$ cat src/adc_ctrl_map.svh
`ifndef ADC_CTRL_MAP_SVH
`define ADC_CTRL_MAP_SVH

// clock rate and derived cycle counts
`define CLK_PERIOD_NS 50
`define POWERUP_TIME_NS 1500
`define POWERUP_CYCLES ((`POWERUP_TIME_NS + `CLK_PERIOD_NS - 1) / `CLK_PERIOD_NS)
`define CONV_TIME_NS 4500
`define CONV_CYCLES ((`CONV_TIME_NS + `CLK_PERIOD_NS - 1) / `CLK_PERIOD_NS)
`define READ_GAP_NS 100
`define READ_GAP_CYCLES ((`READ_GAP_NS + `CLK_PERIOD_NS - 1) / `CLK_PERIOD_NS)
`define DATA_WIDTH 8
`define CODE_STEPS 256

`endif

$ cat src/adc_ctrl_pkg.sv
package adc_ctrl_pkg;
  typedef enum logic [1:0] {
    PWR_DOWN,
    PWR_UP,
    CONVERTING
  } pwr_state_type;

  typedef enum logic [1:0] {
    H_IDLE,
    H_START,
    H_WAIT,
    H_READ
  } host_state_type;
endpackage : adc_ctrl_pkg

$ cat src/adc_link_if.sv
`timescale 1ns/10ps
interface adc_link_if;
  logic convert_start_n;
  logic busy;
  logic chip_select_n;
  logic read_strobe_n;
  logic [7:0] data_out;
  logic data_oe;

  modport device (
    input convert_start_n, chip_select_n, read_strobe_n,
    output busy, data_out, data_oe
  );
  modport host (
    output convert_start_n, chip_select_n, read_strobe_n,
    input busy, data_out, data_oe
  );
endinterface : adc_link_if

$ cat src/adc_device.sv
`timescale 1ns/10ps
`include "adc_ctrl_map.svh"
////////////////////////////////////////////////////////////////////////////
// converter control end: watches the start line from the host, runs the
// power-up pulse, times each conversion and serves the parallel read port.
// the start line and the read strobes come from another chip, so each one
// passes two flip-flops before any logic looks at it; every edge therefore
// reaches the logic two cycles late, and the host must allow for that.
// busy, data_out and data_oe come straight from registers, so the host
// never sees a glitch on them while it samples.
// the block holds no register that software can reach; the host only
// sees the start line, busy and the read port.
// the analog core is outside this block: sample_code_i stands for the
// code that the core has settled on by the last conversion cycle.
////////////////////////////////////////////////////////////////////////////
module adc_device #(
  parameter int POWERUP_CYC = `POWERUP_CYCLES,
  parameter int CONV_CYC = `CONV_CYCLES
) (
  // clock and reset
  input wire logic clock_i,
  input wire logic sys_rst_i,
  // link to host
  adc_link_if.device link,
  // analog side: sample code, status
  input wire logic [7:0] sample_code_i,
  output logic powered_o,
  output logic fast_mode_o
);
  localparam int CW = $clog2(CONV_CYC + 1);

  ////////////////////////////////////////////////////////////////////////////
  // pin synchronisers
  // the start line resets to low, its required level at power-on, so no
  // false rising edge follows reset; the strobes reset to their idle high.
  // only the second stage of each pair is read by the logic below.
  logic [1:0] cs_sync_r, cs_n_sync_r, rd_n_sync_r;
  always_ff @(posedge clock_i) begin
    if (sys_rst_i) begin
      cs_sync_r <= 2'h0; // start low at power-on
      cs_n_sync_r <= 2'h3;
      rd_n_sync_r <= 2'h3;
    end else begin
      cs_sync_r <= {cs_sync_r[0], link.convert_start_n};
      cs_n_sync_r <= {cs_n_sync_r[0], link.chip_select_n};
      rd_n_sync_r <= {rd_n_sync_r[0], link.read_strobe_n};
    end
  end

  logic start_n, start_prev_r;
  assign start_n = cs_sync_r[1];
  always_ff @(posedge clock_i) begin
    if (sys_rst_i) begin
      start_prev_r <= 1'b0;
    end else begin
      start_prev_r <= start_n;
    end
  end

  ////////////////////////////////////////////////////////////////////////////
  // internal power-up pulse and gated start
  // a rising start edge always restarts the pulse, even from power-down,
  // so the core gets its full power-up time before the gated line falls.
  // the rise term covers the single cycle before the pulse counter loads,
  // so the gated line cannot dip low between the edge and the pulse.
  // the gated line falls at whichever of start and pulse ends later:
  // an early host edge waits for the pulse, a late one sets the instant.
  logic rise, pulse, gated_n, gated_prev_r, gated_fall;
  assign rise = start_n & ~start_prev_r;
  pulse_timer #(.COUNT(POWERUP_CYC)) u_pulse (
    .clock_i(clock_i),
    .sys_rst_i(sys_rst_i),
    .trig_i(rise),
    .pulse_o(pulse)
  );
  assign gated_n = start_n | pulse | rise;
  always_ff @(posedge clock_i) begin
    if (sys_rst_i) begin
      gated_prev_r <= 1'b0;
    end else begin
      gated_prev_r <= gated_n;
    end
  end
  // later of the two falling edges starts conversion
  assign gated_fall = gated_prev_r & ~gated_n;

  ////////////////////////////////////////////////////////////////////////////
  // power and conversion sequencing
  // PWR_DOWN: core unpowered, waits for a rising start edge.
  // PWR_UP: core powered, waits for the gated line to fall.
  // CONVERTING: busy high for a fixed count of cycles; start edges seen
  // here only restart the pulse, they never start a second conversion.
  // at the last conversion cycle the synced start level picks the mode:
  // high keeps the core powered for the next start (fast sampling),
  // low powers it down until the next rising edge (auto power-down).
  // the read port below does not depend on this state, so a stored
  // result can still be read while the core is powered down.
  adc_ctrl_pkg::pwr_state_type state_r;
  logic [CW-1:0] conv_cnt_r;
  logic busy_r, hold_r, fast_r, powered_r;
  logic [7:0] result_r;
  logic conv_done;
  assign conv_done = (state_r == adc_ctrl_pkg::CONVERTING) &&
                     (conv_cnt_r == CW'(1));

  always_ff @(posedge clock_i) begin
    if (sys_rst_i) begin
      state_r <= adc_ctrl_pkg::PWR_DOWN;
      conv_cnt_r <= '0;
      busy_r <= 1'b0;
      hold_r <= 1'b0;
      fast_r <= 1'b0;
      powered_r <= 1'b0;
      result_r <= 8'h00;
    end else begin
      case (state_r)
        adc_ctrl_pkg::PWR_DOWN: begin
          if (rise) begin
            powered_r <= 1'b1;
            state_r <= adc_ctrl_pkg::PWR_UP;
          end
        end
        adc_ctrl_pkg::PWR_UP: begin
          if (gated_fall) begin
            hold_r <= 1'b1;
            busy_r <= 1'b1;
            conv_cnt_r <= CW'(CONV_CYC);
            state_r <= adc_ctrl_pkg::CONVERTING;
          end
        end
        adc_ctrl_pkg::CONVERTING: begin
          // further start edges ignored here
          conv_cnt_r <= conv_cnt_r - 1'b1;
          if (conv_done) begin
            busy_r <= 1'b0;
            hold_r <= 1'b0;
            result_r <= sample_code_i;
            fast_r <= start_n;
            if (start_n) begin
              state_r <= adc_ctrl_pkg::PWR_UP;
            end else begin
              powered_r <= 1'b0;
              state_r <= adc_ctrl_pkg::PWR_DOWN;
            end
          end
        end
        default: begin
          state_r <= adc_ctrl_pkg::PWR_DOWN;
        end
      endcase
    end
  end

  ////////////////////////////////////////////////////////////////////////////
  // parallel read port, independent of power state
  // the output register follows the stored result except while busy,
  // when the port is cleared, so a read during a conversion returns zero.
  // data_oe follows the strobe pins with a fixed lag of three edges;
  // the host must hold chip select and read low longer than that.
  logic [7:0] dout_r;
  logic oe_r;
  always_ff @(posedge clock_i) begin
    if (sys_rst_i) begin
      dout_r <= 8'h00;
      oe_r <= 1'b0;
    end else if (busy_r) begin
      dout_r <= 8'h00;
      oe_r <= ~cs_n_sync_r[1] & ~rd_n_sync_r[1];
    end else begin
      oe_r <= ~cs_n_sync_r[1] & ~rd_n_sync_r[1];
      dout_r <= result_r;
    end
  end

  // every link output and status output is a register
  assign link.busy = busy_r;
  assign link.data_out = dout_r;
  assign link.data_oe = oe_r;
  assign powered_o = powered_r;
  assign fast_mode_o = fast_r;
endmodule : adc_device

$ cat src/pulse_timer.sv
`timescale 1ns/10ps
// one-shot: holds pulse_o high for COUNT cycles after trig_i
module pulse_timer #(
  parameter int COUNT = 30
) (
  // clock and reset
  input wire logic clock_i,
  input wire logic sys_rst_i,
  // trigger and pulse
  input wire logic trig_i,
  output logic pulse_o
);
  localparam int CW = $clog2(COUNT + 1);
  logic [CW-1:0] cnt_r;

  // down counter, restarted by each trigger
  always_ff @(posedge clock_i) begin
    if (sys_rst_i) begin
      cnt_r <= '0;
    end else if (trig_i) begin
      cnt_r <= CW'(COUNT);
    end else if (cnt_r != '0) begin
      cnt_r <= cnt_r - 1'b1;
    end
  end

  assign pulse_o = (cnt_r != '0);
endmodule : pulse_timer
$ cat src/flat_wrapper.sv
// flat-port wrapper written by rule: the top's interface ports become plain ports
module adc_device_flat 
#(
  parameter int POWERUP_CYC = `POWERUP_CYCLES,
  parameter int CONV_CYC = `CONV_CYCLES
)
  (clock_i, sys_rst_i, sample_code_i, powered_o, fast_mode_o, link_convert_start_n, link_chip_select_n, link_read_strobe_n, link_busy, link_data_out, link_data_oe);
  adc_link_if link_i ();
  input wire logic clock_i;
  input wire logic sys_rst_i;
  input wire logic [7:0] sample_code_i;
  output logic powered_o;
  output logic fast_mode_o;
  input wire logic [$bits(link_i.convert_start_n)-1:0] link_convert_start_n;
  input wire logic [$bits(link_i.chip_select_n)-1:0] link_chip_select_n;
  input wire logic [$bits(link_i.read_strobe_n)-1:0] link_read_strobe_n;
  output wire logic [$bits(link_i.busy)-1:0] link_busy;
  output wire logic [$bits(link_i.data_out)-1:0] link_data_out;
  output wire logic [$bits(link_i.data_oe)-1:0] link_data_oe;
  assign link_i.convert_start_n = link_convert_start_n;
  assign link_i.chip_select_n = link_chip_select_n;
  assign link_i.read_strobe_n = link_read_strobe_n;
  assign link_busy = link_i.busy;
  assign link_data_out = link_i.data_out;
  assign link_data_oe = link_i.data_oe;
  adc_device #(.POWERUP_CYC(POWERUP_CYC), .CONV_CYC(CONV_CYC)) u_core (.clock_i(clock_i), .sys_rst_i(sys_rst_i), .link(link_i), .sample_code_i(sample_code_i), .powered_o(powered_o), .fast_mode_o(fast_mode_o));
endmodule
$ cat config.mk
export PLATFORM = sky130hd
export DESIGN_NAME = adc_device_flat
export DESIGN_NICKNAME = d
export VERILOG_FILES = /design/src/adc_ctrl_pkg.sv /design/src/adc_link_if.sv /design/src/adc_device.sv /design/src/pulse_timer.sv /design/src/flat_wrapper.sv
export VERILOG_INCLUDE_DIRS = /design/src /design/src/src
export SDC_FILE = /design/constraint.sdc
export NUM_CORES = 1
export LEC_CHECK = 0
export BUFFER_PORTS_ARGS = -buffer_cell sky130_fd_sc_hd__buf_4
export CAP_MARGIN = 20
export CORE_MARGIN = 1.5
export CORE_UTILIZATION = 45
export CTS_BUF_LIST = sky130_fd_sc_hd__clkbuf_2 sky130_fd_sc_hd__clkbuf_4 sky130_fd_sc_hd__clkbuf_8
export DETAILED_ROUTE_END_ITERATION = 10
export GPL_ROUTABILITY_DRIVEN = 0
export GPL_TIMING_DRIVEN = 0
export PLACE_DENSITY = 0.65
export SLEW_MARGIN = 20
export SYNTH_ARGS = -nofsm -noshare
export SYNTH_HDL_FRONTEND = slang
export SYNTH_SLANG_ARGS = --single-unit
$ cat constraint.sdc
create_clock -name clock_i -period 3.1 [get_ports clock_i]
set_clock_uncertainty 0.15 [all_clocks]
set_input_delay 0.31 -clock clock_i [delete_from_list [all_inputs] [get_ports clock_i]]
set_output_delay 0.31 -clock clock_i [all_outputs]
set_load 0.01 [all_outputs]
Yosys cells after proc, flatten, opt, wreduce, memory -nomap -nowiden
Index checks and enable logic that the tools add are counted.
- register bits: 42
- latch bits: 0
- memory bits (writable): 0
- memory bits (read-only): 0
- input port bits: 13
- output and inout port bits: 12
- logic and storage cells: 62
- memories: 0
- $add $sub $neg: 2
- multipliers: 0
- div/mod/pow operators: 0
- magnitude comparators: 0
- equal/unequal tests: 7
- shift operators: 0
- muxes and demuxes: 16
- bitwise operators: 9
- reduce and logical (&&, ||, !) cells: 13
- operators by type and width (cell ; count):
    $pmux 7 s2 ; 1
    $mux 5 ; 2
    $eq 7x1->1 const B ; 1
    $mux 7 ; 1
    $sub 7x1->7 const B ; 1
    $mux 1 ; 6
    $mux 2 ; 3
    $ne 2x1->1 const B ; 3
    $pmux 2 s3 ; 1
    $reduce_and 3->1 ; 2
    $reduce_bool 2->1 ; 3
    $reduce_bool 5->1 ; 1
    $sub 5x1->5 const B ; 1
    $not 1->1 ; 4
    $pmux 1 s2 ; 2
    $reduce_and 2->1 ; 2
    $reduce_and 4->1 ; 1
    $reduce_or 2->1 ; 2
    $and 1x1->1 ; 3
    $eq 2x1->1 const B ; 1
    $eq 2x2->1 const B ; 1
    $logic_not 2->1 ; 1
    $ne 2x2->1 const B ; 1
    $or 1x1->1 ; 2
    $logic_and 1x1->1 ; 1

Longest topological paths before layout
Gate-level depths: netlist of run 1.
- depth in word-level cells: 7
- gate-level depth with buffers: 6
- depth with buffers taken out: 5

Cells and area by module
From an unflattened synthesis of run 1, not the netlist that was laid out.
- cells, all modules: 167
- area total of the unflattened synthesis: 1686.6 um2
- by module, submodules not included (module ; instances ; cells an instance ; area each (um2) ; sequential area each (um2)):
    adc_device ; 1 ; 139 ; 1432.6 ; 740.7
    pulse_timer ; 1 ; 28 ; 254.0 ; 100.1

Worst setup path after synthesis of run 1
Ideal clock, no wire load.
- path kind: reg-to-reg
- from: register u_core.u_pulse.cnt_r[0]
- to: register u_core.u_pulse.cnt_r[1]
- library setup time: 0.115 ns
- data arrival time: 1.449 ns
- required time: 2.835 ns
- path slack: 1.386 ns
- stages on the path, launching flop included: 6
- buffers on the path: 0
- period minus slack after synthesis: 1.714 ns
- cell sequence: dfxtp_1 inv_1 ha_1 or4b_2 mux2i_1 o21a_1
- longest elaborated chain between the ends: 3
- elaborated cells on any way between the ends: 5
- classes of those cells: 1 x add/sub; 2 x mux; 2 x reduce/logical
- RTL lines (item ; line ; RTL):
    start: declaration ; pulse_timer.sv:14 ; logic [CW-1:0] cnt_r;
    start signal: assignment ; pulse_timer.sv:21 ; cnt_r <= CW'(COUNT);
    start signal: assignment ; pulse_timer.sv:23 ; cnt_r <= cnt_r - 1'b1;
    $sub 5x1->5 ; pulse_timer.sv:23 ;
    $mux 5 ; pulse_timer.sv:22 ; end else if (cnt_r != '0) begin
    $mux 5 ; pulse_timer.sv:20 ; end else if (trig_i) begin
Parallel ways exist; a longest one is shown, timed or not. The select of a mux whose other input is x is not followed.
A chain may end at the register's enable or synchronous reset.

Worst setup path after layout of run 1
- from: register u_core.u_pulse.cnt_r[0]
- to: register u_core.conv_cnt_r[2]
- longest elaborated chain between the ends: 7
- RTL lines (item ; line ; RTL):
    $reduce_bool 5->1 ; pulse_timer.sv:27 ; assign pulse_o = (cnt_r != '0);
    $or 1x1->1 (2 in a row) ; adc_device.sv:76 ; assign gated_n = start_n | pulse | rise;
    $not 1->1 ; adc_device.sv:85 ; assign gated_fall = gated_prev_r & ~gated_n;
    $and 1x1->1 ; adc_device.sv:85 ;
    $ne 2x1->1 (no line) ; - ;
    $reduce_and 2->1 (no line) ; - ;
    end signal: assignment ; adc_device.sv:127 ; conv_cnt_r <= CW'(CONV_CYC);
    end signal: assignment ; adc_device.sv:133 ; conv_cnt_r <= conv_cnt_r - 1'b1;
    end: declaration ; adc_device.sv:99 ; logic [CW-1:0] conv_cnt_r;
Every way passes these cells.

==> results.md, run 1 <==
- Status: finished, final reports clean
- Hold-fix buffers at CTS: 0
- Final period demand of the worst path: 1.912 ns
- Htree depth: 2
- Lkg Pwr: 0.7920 nW
- Sequential power share: 47.5%
- Inserted Diodes: 0
- Worst path slowest cell: or4b_2
- Final Hold Vio Count: 0
- Psw: 0.3830 mW
- First-pass GRT wire length: 6762 µm
- Final TNS setup: 0 ns
- Max_cap viols: 0
- Setup-failing EPs final: 0
- Grt ovf: 0
- Post-synthesis mux area share: 1.134%
- Vias in the first global route: 1428
- Synth Warn #: 0
- Final Max Slew Viols: 0
- Routed WL per cell: 14.68 µm
- Largest net degree at the start of global routing: 13
- TritonCTS sink count: 42
- Worst Path Max Fanout: 4
- CTS tree: built
- Crit path DAT: 1.93 ns
- Hpwl dp: 2730 µm
- Worst-Skew Late Latency: 0.29 ns
- Core Box Area: 3716 µm²
- Io pins: 25
- DR vias: 1467
- Final nets: 233
- Clock network fraction of design power: 28.2%
- Crit. End Element: flop
- Hold WC Path Type: in2reg
- Detail Route Antenna Nets: 0
- Kind of critical path: reg2reg
- Async S/R FF share, synth: 0%
- Top FF cell, synth: dfxtp_1
- Setup bufs post-CTS: 0
- Synth cell types: 45
- Rel. slew slack: 63.69%
- Most frequent cells in the layout: dfxtp_1 (42), buf_4 (24), a21oi_1 (18), inv_1 (11), o31ai_1 (9)
- Non-filler cells, final: 266
- Post-synthesis sequential area ratio: 47.63%
- RSZ-0062 raised after global routing: false
- Max VDD drop: 0.3290 mV
- Simple logic cell fraction of the synthesized area: 21.05%
- Fillers: 359
- Layout cells sized above 1: 21.56%
- Number of flops mapped to enable cells by yosys: 0
- Cell Chain, Critical Path: inv_1, ha_1, or4b_2, o21ai_0, a21oi_1
- Drt pass-1 iters: 4
- Cts repair resizes: 0
- Total GRT Usage: 21.00%
- Initial Utilization: 47.51%
- CTS clock-pin slew for the worst setup and hold paths: 0.08 ns
- Worst EP required: 3.12 ns
- Drt via density: 5.515
- Max Freq: 522.9 MHz
- WHS Path Cells: 2
- Worst reg-to-reg setup slack: 1.19 ns
- Syn_area_per_cell: 9.492 µm²
- Seq. cell area: 840.8 µm²
- Pint: 0.9130 mW
- Synthesized Nets: 202
- 1st-iter DRT viols: 91
- Post-Synth XOR/XNOR Area: 0.9922%
- Most common cell after layout, fill and taps aside: dfxtp_1
- Hold path startpoint: link_read_strobe_n
- Layout area overhead: 18.99%
- CTS buffer count: 5
- Largest family of logic cells by synthesized area: simple AND/OR/NAND/NOR gates
- Die extent in x: 65.64 µm
- Synth Area in Compound Gates: 20.34%
- Reg2reg start: u_core.u_pulse.cnt_r[0]
- Clock tree buffer depth: 2
- Hold path endpoint: u_core.rd_n_sync_r[0]
- Cell Area, Synth: 1765 µm²
- FF-to-FF path depth: 5
- Root buffer cell: clkbuf_8
- Row Count: 22
- Sw frac: 29.55%
- Critical Path Source Type: flop
- Worst path max stage delay: 0.66 ns
- Initial antenna violation count: 0
- Slew @ Worst Pin: 0.5374 ns
- Synthesized flop and latch total: 42
- Die area: 4308 µm²
- Mapped Cells: 186
- Port bufs: 24
- Synth Area in Adders: 2.126%
- Crit Reg-Reg Endpoint: u_core.conv_cnt_r[2]
- Routed wire length: 3905 µm
- Multi-input gate area: 805.8 µm²
- Placed cells: 258
- Chip height: 65.64 µm
- # DRC: 0
- Power per Cell Area: 617.0 nW/µm²
- Ratio of final minimum period to clock period: 61.69%
- Combinational fraction of design power: 24.3%
## through the flow
step                setup WS, ns  hold slack [ns]  total power [mW]  area, µm²  utilization (%)
floorplan                  1.386           0.2173            0.8584       1765                -
global placement           1.294           0.2241            0.9264       2006            53.97
detailed placement         1.252           0.2287            0.9411       2006            53.97
CTS                        1.178          0.04434             1.308       2101            56.53
global route               1.078          0.04077             1.380       2101            56.53
finish                     1.188          0.05186             1.296       2101            56.53
## final cells by class
type / count / share of cell area [%]
Inverter: 12 / 2.144
Clock buffer: 7 / 4.288
Clock inverter: 1 / 0.2382
Tap cell: 48 / 2.859
Timing Repair Buffer: 24 / 8.577
Multi-Input combinational cell: 118 / 38.36
Sequential cell: 42 / 40.02
Buffer: 14 / 3.514
## kinds of logic after synthesis
logic type	count (synthesis)
and+or+nand+nor	59
DFF	42
buffers and inverters	26
xor gates and xnor gates	2
adders and majority gates	3
AOI/OAI and AO/OA	52
muxes	2
## how the worst max path moves through the flow
stage,startpoint,end,slack (ns),cells after the start
after global placement,u_core.u_pulse.cnt_r[0],u_core.conv_cnt_r[0],1.29,5
final,u_core.u_pulse.cnt_r[0],u_core.conv_cnt_r[2],1.19,5
after CTS,u_core.u_pulse.cnt_r[0],u_core.conv_cnt_r[2],1.18,5
after global routing,u_core.u_pulse.cnt_r[0],u_core.conv_cnt_r[2],1.08,5
after detailed placement,u_core.u_pulse.cnt_r[0],u_core.conv_cnt_r[2],1.25,5
after floorplan,u_core.u_pulse.cnt_r[0],u_core.u_pulse.cnt_r[1],1.39,5
## power by group through the flow
stage | Sequential [mW] | Clock [mW] | Combinational (mW)
2_1_floorplan | 0.619 | 0 | 0.240
3_3_place_gp | 0.625 | 0 | 0.301
3_5_place_dp | 0.627 | 0 | 0.314
4_1_cts | 0.615 | 0.375 | 0.318
5_1_grt | 0.624 | 0.402 | 0.354
6_report | 0.615 | 0.366 | 0.315
## state kept, by name, indices dropped and copies added, names as in the netlist, 2 cells and up
| name | cells |
|---|---|
| u_core.link.data_out | 8 |
| u_core.result_r | 8 |
| u_core.conv_cnt_r | 7 |
| u_core.u_pulse.cnt_r | 5 |
| u_core.cs_n_sync_r | 2 |
| u_core.cs_sync_r | 2 |
| u_core.rd_n_sync_r | 2 |
| u_core.state_r | 2 |
## worst max-delay path, delay by kind of cell (launching register included)
family / cells / cell delay (ns)
flops: 1 / 0.31
simple gates: 1 / 0.66
buf+inv: 1 / 0.09
fa+ha+maj: 1 / 0.20
compound gates: 2 / 0.38
## per-layer routing
metal	GRT usage, %	part of all wire (%)	vias up
met5	0	0	-
met4	9.635	1.8	0
met3	5.651	3.2	6
met2	35.48	49	26
met1	24.62	46	701
li1	-	-	734
## synthesized netlist by cell type (all sizes together) (2+ instances only)
master  instances  area, µm²
a211oi          5      37.54
a21oi          18      90.09
a311o           2      20.02
a31oi           3      18.77
and2            8      50.05
buf             7      47.54
clkbuf          7      26.28
dfxtp          42      840.8
ha              3      37.54
inv            11      41.29
mux2i           2      20.02
nand2           3      11.26
nand2b          4      25.02
nand3           2      10.01
nand4           8      50.05
nor2            5      18.77
nor2b           6      37.54
nor3            3      15.01
nor3b           3      22.52
nor4b           2      17.52
o21ai           6      30.03
o31ai           9      67.56
or2             4      25.02
or3             2      12.51
or4             2      18.77
xnor2           2      17.52
(Power assumes the default switching activity.)
==> inputs of run 2 (changes only) <==
==> constraint.sdc (replaced) <==
create_clock -name clock_i -period 1.9 [get_ports clock_i]
set_clock_uncertainty 0.15 [all_clocks]
set_input_delay 0.19 -clock clock_i [delete_from_list [all_inputs] [get_ports clock_i]]
set_output_delay 0.19 -clock clock_i [all_outputs]
set_load 0.01 [all_outputs]
==> results.md, run 2 (synthesis results as in run 1) <==
- Inserted Diodes: 0
- Row Count: 22
- Final period demand of the worst path: 1.775 ns
- Final Hold Vio Count: 0
- Detail Route Antenna Nets: 0
- TritonCTS sink count: 42
- Worst path slowest cell: dfxtp_1
- DR vias: 1497
- Final nets: 236
- Layout cells sized above 1: 22.62%
- Initial antenna violation count: 0
- Hpwl dp: 2730 µm
- Rel. slew slack: 63.73%
- Setup-failing EPs final: 0
- First-pass GRT wire length: 6879 µm
- Max Freq: 563.5 MHz
- Total GRT Usage: 21.29%
- Routed WL per cell: 14.86 µm
- Max VDD drop: 0.5710 mV
- Worst path max stage delay: 0.44 ns
- Grt ovf: 0
- Largest net degree at the start of global routing: 13
- Port bufs: 24
- Final TNS setup: 0 ns
- Most frequent cells in the layout: dfxtp_1 (42), buf_4 (24), a21oi_1 (18), inv_1 (11), o31ai_1 (9)
- Lkg Pwr: 0.8149 nW
- 1st-iter DRT viols: 112
- Crit path DAT: 1.83 ns
- CTS clock-pin slew for the worst setup and hold paths: 0.08 ns
- Cell Chain, Critical Path: ha_1, nor2b_1, clkbuf_1, a31oi_1, o32ai_1
- Kind of critical path: reg2reg
- Placement Cell Area: 2006 µm²
- Root buffer cell: clkbuf_8
- Fillers: 360
- Die extent in x: 65.64 µm
- Setup bufs post-CTS: 0
- Ratio of final minimum period to clock period: 93.41%
- Vias in the first global route: 1449
- Core Box Area: 3716 µm²
- Initial Utilization: 47.51%
- Critical Path Source Type: flop
- Die area: 4308 µm²
- FF-to-FF path depth: 5
- WHS Path Cells: 3
- Total power: 2.157 mW
- Routed wire length: 3998 µm
- Worst EP required: 1.96 ns
- Crit. End Element: flop
- Power per Cell Area: 1005 nW/µm²
- Clock tree buffer depth: 2
- Max_cap viols: 0
- Slew @ Worst Pin: 0.5367 ns
- CTS tree: built
- Io pins: 25
- Status: finished, final reports clean
- Worst-Skew Late Latency: 0.29 ns
- Drt via density: 5.565
- Fin area: 2147 µm²
- RSZ-0062 raised after global routing: false
- # DRC: 0
- Chip height: 65.64 µm
- Layout area overhead: 21.62%
- Drt pass-1 iters: 4
- Final Max Slew Viols: 0
- Hold WC Path Type: in2reg
- Most common cell after layout, fill and taps aside: dfxtp_1
- Htree depth: 2
- CTS buffer count: 5
- Worst Path Max Fanout: 9
==> run 2: worst paths after layout <==
check                              from                  end  slack (ns)
setup / recovery   u_core.conv_cnt_r[0]    u_core.state_r[0]        0.13
hold / removal         sample_code_i[3]   u_core.result_r[3]       0.007
setup reg to reg   u_core.conv_cnt_r[0]    u_core.state_r[0]        0.13
hold reg to reg   u_core.rd_n_sync_r[1]  u_core.link.data_oe        0.24
==> run 2: power breakdown <==
group	internal, mW	leakage, nW	switching (mW)
sequential	0.950	0.342	0.0609
clock	0.307	0.0517	0.290
combinational	0.260	0.422	0.289
total	1.52	0.815	0.640
==> run 2: final cells by class <==
cell class,count,area [µm²],area share [%]
inverter,12,45.04,2.098
buffer,14,78.83,3.671
clock inverter,1,5.005,0.2331
sequential,42,840.8,39.16
clock buffer,7,90.09,4.196
tap,48,60.06,2.797
multi-input combinational,118,817.0,38.05
timing repair buffer,27,210.2,9.790
==> run 2: metrics by stage <==
step	setup slack, ns	instances	hold WS [ns]	utilization [%]
after floorplan	0.1861	186	0.1438	-
after global placement	0.09391	258	0.2239	53.97
after detailed placement	0.05189	258	0.2287	53.97
after CTS	0.04732	269	0.001768	57.34
after global routing	0.02070	269	0.006335	57.78
final	0.1253	269	0.006971	57.78
==> run 2: layer usage <==
| layer | global-route usage (%) | part of all wire (%) | vias up |
|---|---|---|---|
| li1 | - | - | 747 |
| met1 | 25.27 | 45 | 709 |
| met2 | 35.73 | 49 | 35 |
| met3 | 5.651 | 4.4 | 6 |
| met4 | 9.635 | 1.8 | 0 |
| met5 | 0 | 0 | - |
==> run 2: worst max-delay path: cells and delay by family (launching register included) <==
family	cells	cell delay [ns]
AO/OA/AOI/OAI	2	0.42
adder cells (fa/ha/maj)	1	0.22
buffers and inverters	1	0.34
flip-flops	1	0.44
AND/OR/NAND/NOR	1	0.13
==> run 2: what timing repair did <==
item / CTS / global route
resized for setup: 1 / 9
hold endpoints to repair: 3 / 0
hold buffers: 3 / 0
setup endpoints to repair: 1 / 17
